`config.mk`:
```
export PLATFORM = sky130hd
export DESIGN_NAME = keypad_pin_interrupt
export DESIGN_NICKNAME = d
export VERILOG_FILES = /design/src/logic/keypad_irq_pkg.sv /design/src/logic/keypad_pin_interrupt.sv
export SDC_FILE = /design/constraint.sdc
export NUM_CORES = 1
export LEC_CHECK = 0
export BUFFER_PORTS_ARGS = -buffer_cell sky130_fd_sc_hd__buf_2
export CORE_ASPECT_RATIO = 1.4
export CORE_MARGIN = 8
export CORE_UTILIZATION = 44
export CTS_CLUSTER_DIAMETER = 150
export DETAILED_ROUTE_END_ITERATION = 6
export GPL_TIMING_DRIVEN = 0
export PLACE_DENSITY = 0.8
export REMOVE_ABC_BUFFERS = 1
export SYNTH_ARGS = -nofsm -noshare
export SYNTH_HDL_FRONTEND = slang
export SYNTH_SLANG_ARGS = --single-unit
```
`constraint.sdc`:
```
create_clock -name pclk -period 1.72 [get_ports pclk]
set_clock_uncertainty 0.05 [all_clocks]
set_input_delay 0.172 -clock pclk [delete_from_list [all_inputs] [get_ports pclk]]
set_output_delay 0.172 -clock pclk [all_outputs]
set_load 0.01 [all_outputs]
```
`src/logic/keypad_irq_pkg.sv`:
```
// Constants for the keypad pin interrupt block: register map, field positions, reset values.
// Assumes a 32-bit APB register bus with word-aligned registers.
`default_nettype none
package keypad_irq_pkg;

  localparam int ADDR_W = 8;
  localparam int PIN_N = 6;

  // Register indices; the byte address is four times the index.
  localparam logic [ADDR_W-1:0] STATUS_CONTROL_IDX = 8'h1A;
  localparam logic [ADDR_W-1:0] PIN_ENABLE_IDX = 8'h1B;
  localparam logic [ADDR_W-1:0] STATUS_CONTROL_ADDR = {STATUS_CONTROL_IDX[ADDR_W-3:0], 2'b00};
  localparam logic [ADDR_W-1:0] PIN_ENABLE_ADDR = {PIN_ENABLE_IDX[ADDR_W-3:0], 2'b00};

  // Status/control fields.
  localparam int SENS_BIT = 0;
  localparam int MASK_BIT = 1;
  localparam int ACK_BIT = 2;
  localparam int FLAG_BIT = 3;

  // Enable register fields.
  localparam int WAKE_EN_BIT = 6;

  localparam logic [PIN_N-1:0] PIN_EN_RST = 6'h00;
  localparam logic SENS_RST = 1'h0;
  localparam logic MASK_RST = 1'h0;
  localparam logic WAKE_EN_RST = 1'h0;
  localparam logic [31:0] RDATA_RST = 32'h0000_0000;

endpackage : keypad_irq_pkg
`default_nettype wire

```
`src/logic/keypad_pin_interrupt.sv`:
```
// Keypad pin interrupt block: six enabled port pins and an auto-wakeup request latch
// keypad requests, gated by a mask onto one interrupt line, over an APB register slave.
// Assumes pin inputs are synchronous to pclk after the two-stage synchroniser, and that
// the auto-wakeup request and vector fetch come from on-chip logic in the pclk domain.
`timescale 1ns/1ps
`default_nettype none

// What this block does
// - Unmasked request wakes processor from wait.
// - Unmasked key press wakes from stop without clock.
// - Break clear-enable set lets acknowledge clear.
// - Break clear-enable clear protects the latch.
// - Status register at 0x1A, top bits zero.
// - Pending flag shows latch, ignoring the mask.
// - Acknowledge clears pin and wakeup, reads zero.
// - Mask bit blocks interrupt to the processor.
// - Sensitivity bit selects edge or edge-and-level.
// - Six pin enable bits, cleared at reset.
// - Wakeup enable bit separate from pin enabling.
// - Edge mode latches only when enabled inputs were all high.
// - Level mode clears after acknowledge and pins high.
// - Edge mode acknowledge clears request at once.
// - Enabled pin forced input with pull-up.
module keypad_pin_interrupt
  import keypad_irq_pkg::*;
(
  input wire logic pclk,
  input wire logic presetn,
  input wire logic pce,
  input wire logic psel,
  input wire logic penable,
  input wire logic pwrite,
  input wire logic [ADDR_W-1:0] paddr,
  input wire logic [31:0] pwdata,
  output logic [31:0] prdata,
  output logic pready,
  output logic pslverr,
  input wire logic [PIN_N-1:0] key_pin_in,
  input wire logic wakeup_req,
  input wire logic vector_fetch_ack,
  input wire logic break_state,
  input wire logic break_clear_enable,
  output logic [PIN_N-1:0] pin_force_input,
  output logic [PIN_N-1:0] pin_pullup_on,
  output logic keypad_irq,
  output logic cpu_wake
);

  // ****************************************************************
  // Register bus decode
  // ****************************************************************
  logic [PIN_N-1:0] pin_irq_enable_r;
  logic wakeup_timer_enable_r;
  logic keypad_sensitivity_r;
  logic keypad_irq_mask_r;
  logic key_latch_r;
  logic wake_latch_r;
  logic ack_seen_r;
  logic prev_any_low_r;
  logic wake_prev_r;
  logic [PIN_N-1:0] pin_meta_r;
  logic [PIN_N-1:0] pin_sync_r;
  logic [31:0] prdata_r;
  logic keypad_pending_flag;
  logic hit_status;
  logic hit_enable;
  logic wr_access;
  logic rd_setup;
  logic sw_ack;
  logic ack_any;
  logic any_low;
  logic fall_event;
  logic level_event;
  logic key_set;
  logic key_clr;
  logic wake_set;

  function automatic logic addr_is(input logic [ADDR_W-1:0] a, input logic [ADDR_W-1:0] r);
    addr_is = (a == r);
  endfunction : addr_is

  always_comb begin
    if (addr_is(paddr, STATUS_CONTROL_ADDR)) begin
      hit_status = 1'b1;
      hit_enable = 1'b0;
    end else if (addr_is(paddr, PIN_ENABLE_ADDR)) begin
      hit_status = 1'b0;
      hit_enable = 1'b1;
    end else begin
      hit_status = 1'b0;
      hit_enable = 1'b0;
    end
  end

  // The slave never inserts wait states; it stalls only while frozen.
  assign pready = pce;
  assign pslverr = psel & penable & ~(hit_status | hit_enable);
  assign wr_access = pce & psel & penable & pwrite;
  assign rd_setup = pce & psel & ~penable & ~pwrite;
  assign prdata = prdata_r;

  // Acknowledge writes during the break state only count when clearing is allowed.
  assign sw_ack = wr_access & hit_status & pwdata[ACK_BIT]
                  & (~break_state | break_clear_enable);
  assign ack_any = sw_ack | (vector_fetch_ack & pce);

  // ****************************************************************
  // Control registers
  // ****************************************************************
  always_ff @(posedge pclk or negedge presetn) begin
    if (!presetn) begin
      keypad_sensitivity_r <= SENS_RST;
      keypad_irq_mask_r <= MASK_RST;
    end else if (wr_access && hit_status) begin
      keypad_sensitivity_r <= pwdata[SENS_BIT];
      keypad_irq_mask_r <= pwdata[MASK_BIT];
    end
  end

  always_ff @(posedge pclk or negedge presetn) begin
    if (!presetn) begin
      pin_irq_enable_r <= PIN_EN_RST;
      wakeup_timer_enable_r <= WAKE_EN_RST;
    end else if (wr_access && hit_enable) begin
      pin_irq_enable_r <= pwdata[PIN_N-1:0];
      wakeup_timer_enable_r <= pwdata[WAKE_EN_BIT];
    end
  end

  // Read data is captured in the setup phase so it stands through the access phase.
  always_ff @(posedge pclk or negedge presetn) begin
    if (!presetn) begin
      prdata_r <= RDATA_RST;
    end else if (rd_setup) begin
      prdata_r <= RDATA_RST;
      if (hit_status) begin
        prdata_r[FLAG_BIT] <= keypad_pending_flag;
        prdata_r[MASK_BIT] <= keypad_irq_mask_r;
        prdata_r[SENS_BIT] <= keypad_sensitivity_r;
      end else if (hit_enable) begin
        prdata_r[PIN_N-1:0] <= pin_irq_enable_r;
        prdata_r[WAKE_EN_BIT] <= wakeup_timer_enable_r;
      end
    end
  end

  // ****************************************************************
  // Pin synchroniser and request detection
  // ****************************************************************
  always_ff @(posedge pclk or negedge presetn) begin
    if (!presetn) begin
      pin_meta_r <= '1;
      pin_sync_r <= '1;
    end else if (pce) begin
      pin_meta_r <= key_pin_in;
      pin_sync_r <= pin_meta_r;
    end
  end

  // Only enabled pins take part; the wakeup enable bit is not among them.
  assign any_low = |(~pin_sync_r & pin_irq_enable_r);
  assign fall_event = any_low & ~prev_any_low_r;
  assign level_event = keypad_sensitivity_r & any_low;
  assign key_set = fall_event | level_event;
  // Level mode needs both the acknowledge and all pins high, in either order.
  assign key_clr = keypad_sensitivity_r ? ((ack_any | ack_seen_r) & ~any_low)
                   : ack_any;

  always_ff @(posedge pclk or negedge presetn) begin
    if (!presetn) begin
      prev_any_low_r <= 1'b0;
    end else if (pce) begin
      prev_any_low_r <= any_low;
    end
  end

  // ****************************************************************
  // Request latches
  // ****************************************************************
  always_ff @(posedge pclk or negedge presetn) begin
    if (!presetn) begin
      key_latch_r <= 1'b0;
    end else if (pce) begin
      if (key_set) begin
        key_latch_r <= 1'b1;
      end else if (key_clr) begin
        key_latch_r <= 1'b0;
      end
    end
  end

  always_ff @(posedge pclk or negedge presetn) begin
    if (!presetn) begin
      ack_seen_r <= 1'b0;
    end else if (pce) begin
      if (!key_latch_r || key_clr) begin
        ack_seen_r <= 1'b0;
      end else if (ack_any) begin
        ack_seen_r <= 1'b1;
      end
    end
  end

  // The wakeup request is cleared only by a software acknowledge.
  assign wake_set = wakeup_timer_enable_r & wakeup_req
                    & (keypad_sensitivity_r | ~wake_prev_r);

  always_ff @(posedge pclk or negedge presetn) begin
    if (!presetn) begin
      wake_prev_r <= 1'b0;
      wake_latch_r <= 1'b0;
    end else if (pce) begin
      wake_prev_r <= wakeup_req;
      if (wake_set) begin
        wake_latch_r <= 1'b1;
      end else if (sw_ack) begin
        wake_latch_r <= 1'b0;
      end
    end
  end

  // ****************************************************************
  // Outputs to processor and pins
  // ****************************************************************
  assign keypad_pending_flag = key_latch_r | wake_latch_r;
  assign keypad_irq = keypad_pending_flag & ~keypad_irq_mask_r;
  // Raw-pin path needs no clock, so an unmasked key press can wake from stop.
  assign cpu_wake = keypad_irq
                    | (~keypad_irq_mask_r & |(~key_pin_in & pin_irq_enable_r));
  assign pin_force_input = pin_irq_enable_r;
  assign pin_pullup_on = pin_irq_enable_r;
endmodule : keypad_pin_interrupt

`default_nettype wire
```
==> reports/metrics.cfg <==
[cts]
clk_transition_reported_paths_ps=60
clkLatencyLatePin_ps=290
tritoncts.num_buffers=5
tritoncts=yes
cts-root-to-sink-buffers=2
postCtsSetupRepairBufs=0
h_tree_levels=2
clock_sinks=33
root_buffer=sky130_fd_sc_hd__clkbuf_8

[detailed_routing]
post_drt_wl_per_cell_um=15.01
dr.first_iter.drc_count=72
detail-route-antenna-nets=0
route.vias.total=1260
route.final.wire_length_mm=3.842
vias_per_cell=4.922
drtPass1Iterations=4
drt_drc_violations_left=0

[synthesis]
synth_area_in_compound_gates_pct=10.61
yosys_register_bits=33
yosys_warnings=0
synth_edf_count=0
ys_async_sr_fraction_pct=100.0
synth_area_um2=1792
synth_top_family_by_area=buffers and inverters
yosys.area_share.simple_pct=9.986
synth_top_flop_cell=sky130_fd_sc_hd__dfrtp_1
fraction_of_synthesized_cell_area_in_xor_and_xnor_cells_pct=0
post_synth_fa_ha_maj_area_fraction_pct=0
post_synth_mux_area_share_pct=14.66
post_synth_num_cell_types=34
syn_inst=163
syn_avg_cell_area_um2=10.99
ys_seq_area_share_pct=46.93

[status]
outcome=finished clean

[hold_path]
holdCritPathClass=input port to flop

[power_and_ir_drop]
power_density_nw_per_um2=901.5
p_leak_uw=0.001046
power.ir.vdd_worst_v=0.0008678

[setup_path]
crit_type=input port to output pin
worst_setup_path_start_kind=input port
required_ps=1500
cp-end-kind=output pin
critPathMaxFanout=8
worst-endpoint-arrival_ps=1380

[run]
drv_cap=0

[sta]
finalSetupTns_ps=0
post-route-period-util_pct=93.04
max_frequency_ghz=0.6249
final-hold-violation-count=0
tightestPinTransition_ps=701.9
slew_violations=0
setup-violations-final=0
min_period_ps=1600
setup_repair_after_global_routing_missed_its_margin=false
worst_slew_margin_rel_pct=53.21
whs_ps=58.07

[grt]
grt_first_pass_wirelength_mm=6.244
grt_overflow_total=0
global_route.usage.total_pct=12.20
grt_max_degree=34
first_global_vias=1329
antenna_found_initial=0

[floorplan]
ioPinCount=104
die_area_um2=6399
start_util_pct=45.72
placementRows=27
coreArea_um2=3919
die_height_um=91.51
chipWidth_um=69.93

[layout]
antenna_cells=0
area_delta_synth_final_pct=15.36
layout-drive-gt1-share_pct=47.42
layout.nets=268

[place]
hpwlAfterDp_mm=3.117
place.gp.congestion=0.7456
place.port_buffers=53

-- final cells by class --
type / instances / area, µm²
Clock buffer: 7 / 96.34
Clock inverter: 1 / 5.005
Fill cell: 361 / 1852
Inverter: 13 / 48.80
Multi-Input combinational cell: 104 / 739.5
Sequential cell: 33 / 840.8
Tap cell: 43 / 53.80
Timing Repair Buffer: 55 / 282.8
-- cell families (layout without fill, tap and decap cells) --
group,count (synthesis),in the layout
buffers and inverters,50,76
DFF,33,33
and+or+nand+nor,30,30
AOI/OAI and AO/OA,28,28
muxes,21,21
other,1,25
-- registers in the layout (all words and copies together) (netlist names) --
register	count
pin_force_input	6
wakeup_timer_enable_r	1
ack_seen_r	1
key_latch_r	1
prdata	7
prev_any_low_r	1
wake_prev_r	1
pin_sync_r	6
pin_meta_r	6
wake_latch_r	1
keypad_irq_mask_r	1
keypad_sensitivity_r	1
-- synthesized netlist by cell type (all sizes together), types with 2 or more instances --
master	n	area share, %
buf	33	14
clkbuf	4	0.84
nor3	5	1.4
a22oi	2	0.84
inv	13	2.7
a21oi	4	1.1
nor2b	2	0.70
o22ai	5	1.7
dfstp	12	18
mux2	21	15
o21ai	6	1.7
nor2	7	1.5
dfrtp	21	29
nand2	5	1.0
a221oi	2	0.98
nand3	5	1.4
-- worst paths after layout --
kind | from | to | slack, ps | cells after the start
min in group asynchronous | presetn | keypad_irq_mask_r | 420 | 2
hold reg to reg | wake_prev_r | wake_prev_r | 470 | 1
setup / recovery | paddr[1] | pslverr | 120 | 5
setup reg to reg | pin_sync_r[0] | ack_seen_r | 280 | 3
max in group asynchronous | presetn | prev_any_low_r | 750 | 2
hold / removal | pwdata[0] | keypad_sensitivity_r | 60 | 3
-- cell usage in the layout (no fill, tap or decap), types with 2 or more instances in the layout --
master                     synthesis  layout
sky130_fd_sc_hd__buf_2             0      53
sky130_fd_sc_hd__conb_1            1      25
sky130_fd_sc_hd__dfrtp_1          21      21
sky130_fd_sc_hd__mux2_2           14      14
sky130_fd_sc_hd__inv_1            13      13
sky130_fd_sc_hd__dfstp_2          12      12
sky130_fd_sc_hd__mux2_4            7       7
sky130_fd_sc_hd__clkbuf_8          0       7
sky130_fd_sc_hd__nor2_1            7       6
sky130_fd_sc_hd__o21ai_0           6       6
sky130_fd_sc_hd__o22ai_1           5       5
sky130_fd_sc_hd__nand2_1           5       5
sky130_fd_sc_hd__nand3_1           5       5
sky130_fd_sc_hd__nor3_1            5       4
sky130_fd_sc_hd__a21oi_1           4       4
sky130_fd_sc_hd__nor2b_1           2       2
sky130_fd_sc_hd__a221oi_1          2       2
sky130_fd_sc_hd__a22oi_1           2       2
-- through the flow --
stage,std cells,worst slack (ps),area [µm²],util (%),power [µW]
2_1_floorplan,150,47.79,1615,-,1095
3_3_place_gp,246,-679.6,1934,49.36,1230
3_5_place_dp,247,-179.7,1948,49.71,1246
4_1_cts,256,97.64,2064,52.68,1883
5_1_grt,256,19.43,2067,52.75,1967
6_report,256,119.8,2067,52.75,1863
-- what timing repair did --
action | 4_1_cts | 5_1_grt
endpoints found under the hold margin | 21 | 0
hold buffers | 1 | 0
setup endpoints to repair | 1 | 1
resized for setup | 1 | 1
pin swaps | 0 | 0
-- power by group --
group / switching, µW / leakage, µW / internal (µW) / total (µW)
Sequential: 47.8 / 0.000401 / 876 / 924
Clock: 268 / 0.0000542 / 361 / 629
Combinational: 169 / 0.000591 / 142 / 311
Total: 485 / 0.00105 / 1380 / 1860
-- routing by layer --
metal	up-vias	share of wire, %	global-route usage (%)	wire length, µm
li1	611	-	-	-
met1	591	35	11.60	1343
met2	51	52	20.09	2012
met3	7	11	7.407	404
met4	0	2.1	6.387	82
met5	-	0	0	0
-- critical path, cell delays in order --
cell and delay, ps:
sky130_fd_sc_hd__buf_2 90, sky130_fd_sc_hd__or3b_4 420, sky130_fd_sc_hd__nor3_2 440, sky130_fd_sc_hd__nor3_1 90, sky130_fd_sc_hd__buf_2 160
Note: power is estimated with default switching activity, not from simulation.
